### src/verilog/rsc_pkg.sv
package rsc_pkg;

  // ************************************************************
  // register map (byte offsets, one 32-bit word each)
  // ************************************************************
  localparam logic [7:0] RSC_OFF_CTRL = 8'h00;
  localparam logic [7:0] RSC_OFF_THR = 8'h04;
  localparam logic [7:0] RSC_OFF_RXIRQ = 8'h08;
  localparam logic [7:0] RSC_OFF_TXBASE = 8'h0C;
  localparam logic [7:0] RSC_OFF_RXBASE = 8'h10;
  localparam logic [7:0] RSC_OFF_STATUS = 8'h14;
  localparam logic [7:0] RSC_OFF_ISTAT = 8'h18;
  localparam logic [7:0] RSC_OFF_ICLR = 8'h1C;
  localparam logic [7:0] RSC_OFF_IEN = 8'h20;
  localparam logic [7:0] RSC_OFF_TIMER = 8'h24;
  localparam logic [7:0] RSC_OFF_CMP = 8'h30;
  // one bit per word index, set where a register answers
  localparam logic [15:0] RSC_MAP = 16'hF3FF;

  localparam logic [1:0] RSC_RESP_OKAY = 2'h0;
  localparam logic [1:0] RSC_RESP_SLVERR = 2'h2;

  // ************************************************************
  // sequence modes and reset values
  // ************************************************************
  localparam logic [2:0] RSC_MODE_RX = 3'h1;
  localparam logic [2:0] RSC_MODE_TX = 3'h2;
  localparam logic [2:0] RSC_MODE_CCA = 3'h3;
  localparam logic [2:0] RSC_MODE_TXRX = 3'h4;
  localparam logic [2:0] RSC_MODE_CCCA = 3'h5;

  localparam logic [3:0] RSC_THR_RST = 4'h8;

  // ************************************************************
  // interrupt status bit positions
  // ************************************************************
  localparam int RSC_IRQ_W = 8;
  localparam int RSC_IRQ_DONE = 0;
  localparam int RSC_IRQ_RXCNT = 1;
  localparam int RSC_IRQ_OVR = 2;
  localparam int RSC_IRQ_TMR = 4;

  localparam int RSC_TMR_N = 4;
  localparam int RSC_TMR_W = 24;

  typedef enum logic [2:0] {
    ST_IDLE, ST_CCA, ST_LISTEN, ST_RX, ST_ACK_TX, ST_TX, ST_ACK_RX, ST_DONE
  } rsc_state_t;

  typedef struct packed {
    logic [19:0] rsvd;
    logic [3:0] cmp_en;
    logic tmr_start;
    logic abort;
    logic start;
    logic ack_exp;
    logic listen;
    logic [2:0] mode;
  } rsc_ctrl_t;

  typedef struct packed {
    logic [7:0] rsvd;
    logic [7:0] rx_cnt;
    logic [7:0] ed;
    logic [3:0] energy;
    logic cca_busy;
    logic [2:0] state;
  } rsc_status_t;

  typedef struct packed {
    logic req;
    logic we;
    logic [15:0] addr;
    logic [7:0] wdata;
  } rsc_dma_t;

endpackage : rsc_pkg

### src/verilog/rsc_evt_cmp.sv
module rsc_evt_cmp #(
  parameter int W = 24
) (
  input wire logic clk_in,
  input wire logic rst_in,
  input wire logic ce_in,
  input wire logic [W-1:0] now_in,
  input wire logic [W-1:0] cmp_in,
  input wire logic en_in,
  output logic hit_out
);

  logic hit_q;
  wire match = en_in && (now_in == cmp_in);

  // one-cycle event when the running time reaches the compare value
  always_ff @(posedge clk_in) begin
    if (rst_in) begin
      hit_q <= 1'b0;
    end else if (ce_in) begin
      hit_q <= match;
    end
  end

  assign hit_out = hit_q;
endmodule : rsc_evt_cmp

### src/verilog/rsc_top.sv
module rsc_top #(
  parameter int TMR_W = rsc_pkg::RSC_TMR_W
) (
  // clock and reset
  input wire logic SYS_CLK_IN,
  input wire logic RESET_IN,
  input wire logic CLK_EN_IN,
  // axi4-lite slave
  input wire logic [7:0] S_AXI_AWADDR_IN,
  input wire logic S_AXI_AWVALID_IN,
  output logic S_AXI_AWREADY_OUT,
  input wire logic [31:0] S_AXI_WDATA_IN,
  input wire logic [3:0] S_AXI_WSTRB_IN,
  input wire logic S_AXI_WVALID_IN,
  output logic S_AXI_WREADY_OUT,
  output logic [1:0] S_AXI_BRESP_OUT,
  output logic S_AXI_BVALID_OUT,
  input wire logic S_AXI_BREADY_IN,
  input wire logic [7:0] S_AXI_ARADDR_IN,
  input wire logic S_AXI_ARVALID_IN,
  output logic S_AXI_ARREADY_OUT,
  output logic [31:0] S_AXI_RDATA_OUT,
  output logic [1:0] S_AXI_RRESP_OUT,
  output logic S_AXI_RVALID_OUT,
  input wire logic S_AXI_RREADY_IN,
  // modem, same clock
  input wire logic [7:0] MOD_RX_BYTE_IN,
  input wire logic MOD_RX_VALID_IN,
  input wire logic MOD_RX_END_IN,
  input wire logic MOD_ACK_REQ_IN,
  input wire logic MOD_TX_REQ_IN,
  input wire logic MOD_TX_END_IN,
  input wire logic MOD_CCA_DONE_IN,
  input wire logic MOD_CCA_BUSY_IN,
  input wire logic [7:0] MOD_ED_IN,
  output logic [7:0] MOD_TX_BYTE_OUT,
  output logic MOD_TX_VALID_OUT,
  // analog front end
  input wire logic [3:0] RF_ENERGY_IN,
  output logic RX_FULL_OUT,
  output logic RX_PARTIAL_OUT,
  output logic TX_EN_OUT,
  output logic CCA_EN_OUT,
  // cycle-steal ram port
  output logic DMA_REQ_OUT,
  output logic DMA_WE_OUT,
  output logic [15:0] DMA_ADDR_OUT,
  output logic [7:0] DMA_WDATA_OUT,
  input wire logic DMA_GRANT_IN,
  input wire logic [7:0] DMA_RDATA_IN,
  // interrupt
  output logic IRQ_OUT
);

  localparam int IW = rsc_pkg::RSC_IRQ_W;

  // ************************************************************
  // register bus slave
  // ************************************************************
  logic aw_have_q, w_have_q, awrdy_q, wrdy_q, bvalid_q, arrdy_q, rvalid_q;
  logic [1:0] bresp_q, rresp_q;
  logic [31:0] rdata_q, wdata_q;
  logic [3:0] wstrb_q;
  logic [7:0] waddr_q;
  logic [31:0] regs_v [16];

  wire aw_fire = S_AXI_AWVALID_IN && awrdy_q;
  wire w_fire = S_AXI_WVALID_IN && wrdy_q;
  wire ar_fire = S_AXI_ARVALID_IN && arrdy_q;
  wire b_done = bvalid_q && S_AXI_BREADY_IN;
  wire r_done = rvalid_q && S_AXI_RREADY_IN;
  wire wr_go = aw_have_q && w_have_q && !bvalid_q;
  wire [3:0] w_idx = waddr_q[5:2];
  wire [3:0] r_idx = S_AXI_ARADDR_IN[5:2];
  wire w_ok = (waddr_q[7:6] == 2'h0) && rsc_pkg::RSC_MAP[w_idx];
  wire r_ok = (S_AXI_ARADDR_IN[7:6] == 2'h0) && rsc_pkg::RSC_MAP[r_idx];

  function automatic logic [31:0] merge(input logic [31:0] old, input logic [31:0] nw,
                                        input logic [3:0] be);
    for (int i = 0; i < 4; i++) begin
      merge[8*i +: 8] = be[i] ? nw[8*i +: 8] : old[8*i +: 8];
    end
  endfunction : merge

  wire [31:0] wval = merge(regs_v[w_idx], wdata_q, wstrb_q);
  wire wr_ctrl = wr_go && w_ok && (w_idx == rsc_pkg::RSC_OFF_CTRL[5:2]);
  wire wr_thr = wr_go && w_ok && (w_idx == rsc_pkg::RSC_OFF_THR[5:2]);
  wire wr_rxirq = wr_go && w_ok && (w_idx == rsc_pkg::RSC_OFF_RXIRQ[5:2]);
  wire wr_txb = wr_go && w_ok && (w_idx == rsc_pkg::RSC_OFF_TXBASE[5:2]);
  wire wr_rxb = wr_go && w_ok && (w_idx == rsc_pkg::RSC_OFF_RXBASE[5:2]);
  wire wr_iclr = wr_go && w_ok && (w_idx == rsc_pkg::RSC_OFF_ICLR[5:2]);
  wire wr_ien = wr_go && w_ok && (w_idx == rsc_pkg::RSC_OFF_IEN[5:2]);
  wire wr_cmp = wr_go && w_ok && (waddr_q[5:4] == rsc_pkg::RSC_OFF_CMP[5:4]);

  // each address channel closes until its response is taken
  always_ff @(posedge SYS_CLK_IN) begin
    if (RESET_IN) begin
      aw_have_q <= 1'b0;
      w_have_q <= 1'b0;
      awrdy_q <= 1'b1;
      wrdy_q <= 1'b1;
      bvalid_q <= 1'b0;
      bresp_q <= rsc_pkg::RSC_RESP_OKAY;
      waddr_q <= '0;
      wdata_q <= '0;
      wstrb_q <= '0;
    end else if (CLK_EN_IN) begin
      if (aw_fire) begin
        aw_have_q <= 1'b1;
        awrdy_q <= 1'b0;
        waddr_q <= S_AXI_AWADDR_IN;
      end
      if (w_fire) begin
        w_have_q <= 1'b1;
        wrdy_q <= 1'b0;
        wdata_q <= S_AXI_WDATA_IN;
        wstrb_q <= S_AXI_WSTRB_IN;
      end
      if (wr_go) begin
        aw_have_q <= 1'b0;
        w_have_q <= 1'b0;
        bvalid_q <= 1'b1;
        bresp_q <= w_ok ? rsc_pkg::RSC_RESP_OKAY : rsc_pkg::RSC_RESP_SLVERR;
      end
      if (b_done) begin
        bvalid_q <= 1'b0;
        awrdy_q <= 1'b1;
        wrdy_q <= 1'b1;
      end
    end
  end

  always_ff @(posedge SYS_CLK_IN) begin
    if (RESET_IN) begin
      arrdy_q <= 1'b1;
      rvalid_q <= 1'b0;
      rdata_q <= '0;
      rresp_q <= rsc_pkg::RSC_RESP_OKAY;
    end else if (CLK_EN_IN) begin
      if (ar_fire) begin
        arrdy_q <= 1'b0;
        rvalid_q <= 1'b1;
        rdata_q <= r_ok ? regs_v[r_idx] : '0;
        rresp_q <= r_ok ? rsc_pkg::RSC_RESP_OKAY : rsc_pkg::RSC_RESP_SLVERR;
      end else if (r_done) begin
        rvalid_q <= 1'b0;
        arrdy_q <= 1'b1;
      end
    end
  end

  // ************************************************************
  // software registers
  // ************************************************************
  rsc_pkg::rsc_ctrl_t ctrl_q;
  rsc_pkg::rsc_status_t status_v;
  logic [3:0] thr_q;
  logic [7:0] rxirq_q;
  logic [15:0] txbase_q, rxbase_q;
  logic [IW-1:0] ien_q, stat_q, stat_set;
  logic [TMR_W-1:0] now_q;
  logic [TMR_W-1:0] cmp_q [rsc_pkg::RSC_TMR_N];
  logic start_q, abort_q;

  always_ff @(posedge SYS_CLK_IN) begin
    if (RESET_IN) begin
      ctrl_q <= '0;
      thr_q <= rsc_pkg::RSC_THR_RST;
      rxirq_q <= '0;
      txbase_q <= '0;
      rxbase_q <= '0;
      ien_q <= '0;
      start_q <= 1'b0;
      abort_q <= 1'b0;
      for (int i = 0; i < rsc_pkg::RSC_TMR_N; i++) cmp_q[i] <= '0;
    end else if (CLK_EN_IN) begin
      // start and abort are strobes and read back as zero
      start_q <= wr_ctrl && wval[5];
      abort_q <= wr_ctrl && wval[6];
      if (wr_ctrl) ctrl_q <= rsc_pkg::rsc_ctrl_t'(wval & 32'hFFFF_FF9F);
      if (wr_thr) thr_q <= wval[3:0];
      if (wr_rxirq) rxirq_q <= wval[7:0];
      if (wr_txb) txbase_q <= wval[15:0];
      if (wr_rxb) rxbase_q <= wval[15:0];
      if (wr_ien) ien_q <= wval[IW-1:0];
      if (wr_cmp) cmp_q[w_idx[1:0]] <= wval[TMR_W-1:0];
    end
  end

  // ************************************************************
  // event timer
  // ************************************************************
  logic [rsc_pkg::RSC_TMR_N-1:0] hit;

  always_ff @(posedge SYS_CLK_IN) begin
    if (RESET_IN) now_q <= '0;
    else if (CLK_EN_IN) now_q <= now_q + 1'b1;
  end

  for (genvar g = 0; g < rsc_pkg::RSC_TMR_N; g++) begin : g_cmp
    rsc_evt_cmp #(.W(TMR_W)) u_cmp (
      .clk_in(SYS_CLK_IN),
      .rst_in(RESET_IN),
      .ce_in(CLK_EN_IN),
      .now_in(now_q),
      .cmp_in(cmp_q[g]),
      .en_in(ctrl_q.cmp_en[g]),
      .hit_out(hit[g])
    );
  end

  // ************************************************************
  // energy level from the analog side
  // ************************************************************
  logic [3:0] en_s1_q, en_s2_q, en_s3_q, energy_q;

  // a multi-bit level is only taken once two stages agree on it
  always_ff @(posedge SYS_CLK_IN) begin
    if (RESET_IN) begin
      en_s1_q <= '0;
      en_s2_q <= '0;
      en_s3_q <= '0;
      energy_q <= '0;
    end else if (CLK_EN_IN) begin
      en_s1_q <= RF_ENERGY_IN;
      en_s2_q <= en_s1_q;
      en_s3_q <= en_s2_q;
      if (en_s2_q == en_s3_q) energy_q <= en_s3_q;
    end
  end

  wire energy_ok = energy_q >= thr_q;

  // ************************************************************
  // sequencer
  // ************************************************************
  rsc_pkg::rsc_state_t st_q, st_d, rx_entry;
  logic cca_busy_q;
  logic [7:0] ed_q;

  wire [2:0] mode = ctrl_q.mode;
  wire go = start_q || (ctrl_q.tmr_start && hit[0]);
  assign rx_entry = ctrl_q.listen ? rsc_pkg::ST_LISTEN : rsc_pkg::ST_RX;

  always_comb begin
    st_d = st_q;
    unique case (st_q)
      rsc_pkg::ST_IDLE: begin
        if (go && mode == rsc_pkg::RSC_MODE_RX) st_d = rx_entry;
        else if (go && (mode == rsc_pkg::RSC_MODE_TX || mode == rsc_pkg::RSC_MODE_TXRX))
          st_d = rsc_pkg::ST_TX;
        else if (go && (mode == rsc_pkg::RSC_MODE_CCA || mode == rsc_pkg::RSC_MODE_CCCA))
          st_d = rsc_pkg::ST_CCA;
      end
      rsc_pkg::ST_CCA: begin
        // continuous assessment repeats while the channel reads busy
        if (MOD_CCA_DONE_IN)
          st_d = (mode == rsc_pkg::RSC_MODE_CCCA && MOD_CCA_BUSY_IN) ?
                 rsc_pkg::ST_CCA : rsc_pkg::ST_DONE;
      end
      rsc_pkg::ST_LISTEN: begin
        if (energy_ok) st_d = rsc_pkg::ST_RX;
      end
      rsc_pkg::ST_RX: begin
        if (MOD_RX_END_IN)
          st_d = (mode == rsc_pkg::RSC_MODE_RX && MOD_ACK_REQ_IN) ?
                 rsc_pkg::ST_ACK_TX : rsc_pkg::ST_DONE;
      end
      rsc_pkg::ST_ACK_TX: begin
        if (MOD_TX_END_IN) st_d = rsc_pkg::ST_DONE;
      end
      rsc_pkg::ST_TX: begin
        if (MOD_TX_END_IN && mode == rsc_pkg::RSC_MODE_TXRX)
          st_d = ctrl_q.ack_exp ? rsc_pkg::ST_ACK_RX : rx_entry;
        else if (MOD_TX_END_IN) st_d = rsc_pkg::ST_DONE;
      end
      rsc_pkg::ST_ACK_RX: begin
        if (MOD_RX_END_IN) st_d = rsc_pkg::ST_DONE;
      end
      rsc_pkg::ST_DONE: st_d = rsc_pkg::ST_IDLE;
    endcase
    if (abort_q && st_q != rsc_pkg::ST_IDLE) st_d = rsc_pkg::ST_DONE;
  end

  logic rx_full_q, rx_part_q, tx_en_q, cca_en_q;

  // power controls follow the next state so they line up with st_q
  always_ff @(posedge SYS_CLK_IN) begin
    if (RESET_IN) begin
      st_q <= rsc_pkg::ST_IDLE;
      rx_full_q <= 1'b0;
      rx_part_q <= 1'b0;
      tx_en_q <= 1'b0;
      cca_en_q <= 1'b0;
      cca_busy_q <= 1'b0;
      ed_q <= '0;
    end else if (CLK_EN_IN) begin
      st_q <= st_d;
      rx_full_q <= st_d == rsc_pkg::ST_RX || st_d == rsc_pkg::ST_ACK_RX;
      rx_part_q <= st_d == rsc_pkg::ST_LISTEN;
      tx_en_q <= st_d == rsc_pkg::ST_TX || st_d == rsc_pkg::ST_ACK_TX;
      cca_en_q <= st_d == rsc_pkg::ST_CCA;
      if (st_q == rsc_pkg::ST_CCA && MOD_CCA_DONE_IN) begin
        cca_busy_q <= MOD_CCA_BUSY_IN;
        ed_q <= MOD_ED_IN;
      end
    end
  end

  // ************************************************************
  // cycle-steal dma
  // ************************************************************
  rsc_pkg::rsc_dma_t dma_q;
  logic rd_pend_q, tx_vld_q;
  logic [7:0] tx_byte_q, tx_idx_q, rx_idx_q, rx_cnt_q;

  // frames are ignored in listen state, so weak ones never reach ram
  wire in_rx = st_q == rsc_pkg::ST_RX || st_q == rsc_pkg::ST_ACK_RX;
  wire rx_take = in_rx && MOD_RX_VALID_IN && !dma_q.req;
  wire rx_ovr = in_rx && MOD_RX_VALID_IN && dma_q.req;
  wire tx_fetch = st_q == rsc_pkg::ST_TX && MOD_TX_REQ_IN && !dma_q.req && !rd_pend_q;
  wire grant = DMA_GRANT_IN && dma_q.req;
  wire [7:0] rx_cnt_nx = rx_cnt_q + 8'h01;
  wire rx_cnt_hit = grant && dma_q.we && rx_cnt_nx == rxirq_q && rxirq_q != 8'h00;

  always_ff @(posedge SYS_CLK_IN) begin
    if (RESET_IN) begin
      dma_q <= '0;
      rd_pend_q <= 1'b0;
      tx_vld_q <= 1'b0;
      tx_byte_q <= '0;
      tx_idx_q <= '0;
      rx_idx_q <= '0;
      rx_cnt_q <= '0;
    end else if (CLK_EN_IN) begin
      rd_pend_q <= grant && !dma_q.we;
      tx_vld_q <= rd_pend_q;
      if (rd_pend_q) tx_byte_q <= DMA_RDATA_IN;
      if (grant) dma_q.req <= 1'b0;
      if (grant && dma_q.we) rx_cnt_q <= rx_cnt_nx;
      if (rx_take) begin
        dma_q <= '{req: 1'b1, we: 1'b1, addr: rxbase_q + {8'h00, rx_idx_q},
                   wdata: MOD_RX_BYTE_IN};
        rx_idx_q <= rx_idx_q + 8'h01;
      end else if (tx_fetch) begin
        dma_q <= '{req: 1'b1, we: 1'b0, addr: txbase_q + {8'h00, tx_idx_q},
                   wdata: dma_q.wdata};
        tx_idx_q <= tx_idx_q + 8'h01;
      end
      if (st_q == rsc_pkg::ST_IDLE && go) begin
        tx_idx_q <= '0;
        rx_idx_q <= '0;
        rx_cnt_q <= '0;
      end
    end
  end

  // ************************************************************
  // interrupts and read view
  // ************************************************************
  logic irq_q;
  wire [IW-1:0] stat_clr = wr_iclr ? wval[IW-1:0] : '0;
  wire irq_any = |(stat_q & ien_q);

  always_comb begin
    stat_set = '0;
    stat_set[rsc_pkg::RSC_IRQ_DONE] = st_q == rsc_pkg::ST_DONE;
    stat_set[rsc_pkg::RSC_IRQ_RXCNT] = rx_cnt_hit;
    stat_set[rsc_pkg::RSC_IRQ_OVR] = rx_ovr;
    stat_set[rsc_pkg::RSC_IRQ_TMR +: rsc_pkg::RSC_TMR_N] = hit;
  end

  // a set arriving with its clear wins
  always_ff @(posedge SYS_CLK_IN) begin
    if (RESET_IN) begin
      stat_q <= '0;
      irq_q <= 1'b0;
    end else if (CLK_EN_IN) begin
      stat_q <= (stat_q & ~stat_clr) | stat_set;
      irq_q <= irq_any;
    end
  end

  assign status_v = '{rsvd: '0, rx_cnt: rx_cnt_q, ed: ed_q, energy: energy_q,
                      cca_busy: cca_busy_q, state: st_q};

  always_comb begin
    for (int i = 0; i < 16; i++) regs_v[i] = '0;
    regs_v[rsc_pkg::RSC_OFF_CTRL[5:2]] = ctrl_q;
    regs_v[rsc_pkg::RSC_OFF_THR[5:2]] = {28'h0000000, thr_q};
    regs_v[rsc_pkg::RSC_OFF_RXIRQ[5:2]] = {24'h000000, rxirq_q};
    regs_v[rsc_pkg::RSC_OFF_TXBASE[5:2]] = {16'h0000, txbase_q};
    regs_v[rsc_pkg::RSC_OFF_RXBASE[5:2]] = {16'h0000, rxbase_q};
    regs_v[rsc_pkg::RSC_OFF_STATUS[5:2]] = status_v;
    regs_v[rsc_pkg::RSC_OFF_ISTAT[5:2]] = 32'(stat_q);
    regs_v[rsc_pkg::RSC_OFF_IEN[5:2]] = 32'(ien_q);
    regs_v[rsc_pkg::RSC_OFF_TIMER[5:2]] = 32'(now_q);
    for (int i = 0; i < rsc_pkg::RSC_TMR_N; i++) begin
      regs_v[rsc_pkg::RSC_OFF_CMP[5:2] + i] = 32'(cmp_q[i]);
    end
  end

  assign S_AXI_AWREADY_OUT = awrdy_q;
  assign S_AXI_WREADY_OUT = wrdy_q;
  assign S_AXI_BVALID_OUT = bvalid_q;
  assign S_AXI_BRESP_OUT = bresp_q;
  assign S_AXI_ARREADY_OUT = arrdy_q;
  assign S_AXI_RVALID_OUT = rvalid_q;
  assign S_AXI_RDATA_OUT = rdata_q;
  assign S_AXI_RRESP_OUT = rresp_q;
  assign MOD_TX_BYTE_OUT = tx_byte_q;
  assign MOD_TX_VALID_OUT = tx_vld_q;
  assign RX_FULL_OUT = rx_full_q;
  assign RX_PARTIAL_OUT = rx_part_q;
  assign TX_EN_OUT = tx_en_q;
  assign CCA_EN_OUT = cca_en_q;
  assign DMA_REQ_OUT = dma_q.req;
  assign DMA_WE_OUT = dma_q.we;
  assign DMA_ADDR_OUT = dma_q.addr;
  assign DMA_WDATA_OUT = dma_q.wdata;
  assign IRQ_OUT = irq_q;
endmodule : rsc_top

### config.mk
export PLATFORM = sky130hd
export DESIGN_NAME = rsc_top
export DESIGN_NICKNAME = d
export VERILOG_FILES = /design/src/verilog/rsc_pkg.sv /design/src/verilog/rsc_evt_cmp.sv /design/src/verilog/rsc_top.sv
export SDC_FILE = /design/constraint.sdc
export NUM_CORES = 1
export LEC_CHECK = 0
export ABC_AREA = 0
export BUFFER_PORTS_ARGS = -buffer_cell sky130_fd_sc_hd__buf_2
export CAP_MARGIN = 20
export CORE_AREA = 3 3 224 226
export CTS_CLUSTER_DIAMETER = 30
export CTS_CLUSTER_SIZE = 14
export DETAILED_ROUTE_END_ITERATION = 8
export DIE_AREA = 0 0 227 229
export PLACE_DENSITY = 0.63
export SYNTH_ARGS = -nofsm -noshare
export SYNTH_HDL_FRONTEND = slang
export SYNTH_SLANG_ARGS = --single-unit
### constraint.sdc
create_clock -name SYS_CLK_IN -period 6.1 [get_ports SYS_CLK_IN]
set_input_delay 1.22 -clock SYS_CLK_IN [delete_from_list [all_inputs] [get_ports SYS_CLK_IN]]
set_output_delay 1.22 -clock SYS_CLK_IN [all_outputs]
set_load 0.02 [all_outputs]
==> reports/results.ini <==
[clock_network]
clock_latency_ns=0.64
clkTransAtPathRegs_ns=0.05
cts_buffers=97
root_buffer=clkbuf_16
cts.sinks=393
cts_buffer_depth=3
cts.repair.resized=0
cts_tree=done
cts_setup_buffers=0
hold_buffers=0
htree_levels=3

[cells_and_area]
drive_gt1_frac=0.197
diodes=0
final_common_cell=nor2_1
areaGrowthSynthToFinish_pct=21.1
final_cells=3215
fillCellCount=4312
nets=2632
seq_area_um2=8830
multi_input_area_um2=11800
final_cell_mix=nor2_1 (311), dfxtp_1 (294), nand2_1 (226)

[critical_path]
start_kind=register
r2r-start=waddr_q[2]
rrSetupSlack_ns=2.54
timing.rr.end=cmp_q[2][8]
endpoint_kind=register
crit_arrival_ns=3.91
cp_data_required_time_ns=6.45
critPathKind=register to register
crit_fanout=31
reg2reg_depth=6

[synthesis]
syn_avg_cell_area_um2=9.04
ys_ff_latch=393
yosysSeqAreaShare=0.407
synth_flop_cell=dfxtp_1
synth-edff-count=96
ys_async_sr_fraction=0
syn_area_um2=21700
synthCells=2398
yosysUniqueCellTypes=99
yosys_warnings=0

[hold_path]
holdPathStages=2
min_to=wdata_q[21]
hold_class=register to register
holdCritStartpoint=wdata_q[21]

[route]
vias=19400
final_antenna_net_count=0
first_pass_iters=6
drt_iter0_markers=2056
vias_per_cell=6.02
drt-total-wl_mm=74.8
wl_per_cell_um=23.3
drc=0

[timing]
tightest_slew_ns=1.13
final-setup-viol-count=0
finalCritPeriodShare=0.584
drv_slew=0
tns_ns=0
skew_ns=0.0197
fmax_ghz=0.281
rsz0062_at_grt=false
fin_crit_ns=3.56
finalHoldViolCount=0
max-slew-margin-rel=0.239

[floorplan]
fp.dieH_um=229
ios=177
die-area_um2=52000
core_area_um2=48500
die_w_um=227
initial_core_util=0.446
rows=81

[placement]
numPortBuffers=170
gp_congestion=0.969
dpl.hpwl_mm=52.2
dp.cells=3031

[global_routing]
grt-ovfl-total=0
antenna_found_initial=1
grt_pass1_wl_mm=113
grt_pass1_vias=18500
grtUsageTotal=0.283
grt_max_degree=108

[flow_run]
maxCapViolCount=0

[status]
status=finished, final reports clean

[power_and_ir_drop]
vdd_drop_max_mv=0.315
p_per_area_nw_per_um2=333
total_leakage_power_nw=10.2

## registers in the layout (all words and copies together), names as in the netlist, 6 cells and up, named ones only
name	flops
rxbase_q	16
ien_q	8
S_AXI_RDATA_OUT	32
txbase_q	16
now_q	24
ctrl_q	27
wdata_q	32
DMA_WDATA_OUT	8
ed_q	8
rxirq_q	8
cmp_q	96
rx_idx_q	8
waddr_q	6
stat_q	8
tx_idx_q	8
DMA_ADDR_OUT	16
rx_cnt_q	8
MOD_TX_BYTE_OUT	8
## power by group
group / internal, mW / switching [mW]
combinational: 0.187 / 0.345
clock: 3.73 / 1.67
sequential: 2.73 / 0.0691
## worst max-delay path by stage
stage          slack (ns)                  to          startpoint  cells past startpoint
3_5_place_dp         2.06  S_AXI_RDATA_OUT[2]  S_AXI_ARADDR_IN[2]                      6
3_3_place_gp         2.05  S_AXI_RDATA_OUT[2]  S_AXI_ARADDR_IN[2]                      6
5_1_grt              2.44         cmp_q[2][8]          waddr_q[2]                      6
6_report             2.54         cmp_q[2][8]          waddr_q[2]                      6
2_1_floorplan        1.95         cmp_q[2][0]           CLK_EN_IN                      4
4_1_cts              2.61         cmp_q[2][8]          waddr_q[2]                      6
## cells by family (layout without fill, tap and decap cells)
group | after synthesis | after routing | synth area share
AO/OA/AOI/OAI | 539 | 539 | 0.166
flip-flops | 393 | 393 | 0.407
AND/OR/NAND/NOR | 878 | 878 | 0.192
buffers and inverters | 242 | 436 | 0.0503
other | 1 | 2 | 0.000173
multiplexers | 163 | 163 | 0.105
adder cells (fa/ha/maj) | 26 | 26 | 0.0157
XOR/XNOR | 156 | 156 | 0.0631
## synth_stat cells, types with 19 or more instances
master	instances	area (um2)
nand3b_1	19	143
o21ai_0	87	435
nand2b_1	36	225
and3_1	20	125
nor4_1	23	144
nor2_1	311	1170
nor3_1	41	205
a22oi_1	64	480
nand3_1	86	430
o21a_1	19	143
dfxtp_1	297	5950
mux2_2	30	338
buf_1	19	71.3
xor2_1	88	771
nand2_1	226	848
edfxtp_1	96	2880
mux2i_1	85	851
clkbuf_1	107	402
mux4_2	42	946
xnor2_1	68	596
buf_2	47	235
o31ai_1	23	173
nand4_1	26	163
inv_1	44	165
a21oi_1	194	971
ha_1	24	300
## final cells by class
class,count,area share
clock buffer,121,0.104
clock inverter,61,0.0288
timing repair buffer,204,0.0440
sequential,393,0.337
multi-input combinational,1764,0.450
inverter,50,0.00715
tap,622,0.0297
## layer usage
layer,global-route usage,up-vias,part of all wire
met2,0.434,1042,0.45
li1,-,8859,-
met4,0.105,2,0.036
met3,0.0854,149,0.10
met5,0,-,0.00017
met1,0.377,9317,0.41
## per-stage QoR
stage	hold slack, ns	power (mW)	instance area, um2	utilization	setup slack [ns]
final	0.448	8.73	26200	0.541	2.54
after global routing	0.472	8.96	26200	0.541	2.44
after CTS	0.450	8.76	26200	0.540	2.61
after floorplan	0.431	3.17	21700	-	1.95
after detailed placement	0.444	3.36	22700	0.468	2.06
after global placement	0.441	3.35	22700	0.468	2.05
## worst max-delay path, stage by stage, from the launching register on
cell	delay [ns]
dfxtp_2	0.97
buf_4	0.50
mux4_2	0.58
and2_1	0.19
o41ai_2	0.68
or2_1	0.27
nor2_1	0.07
Power figures use the tool's default switching activity.
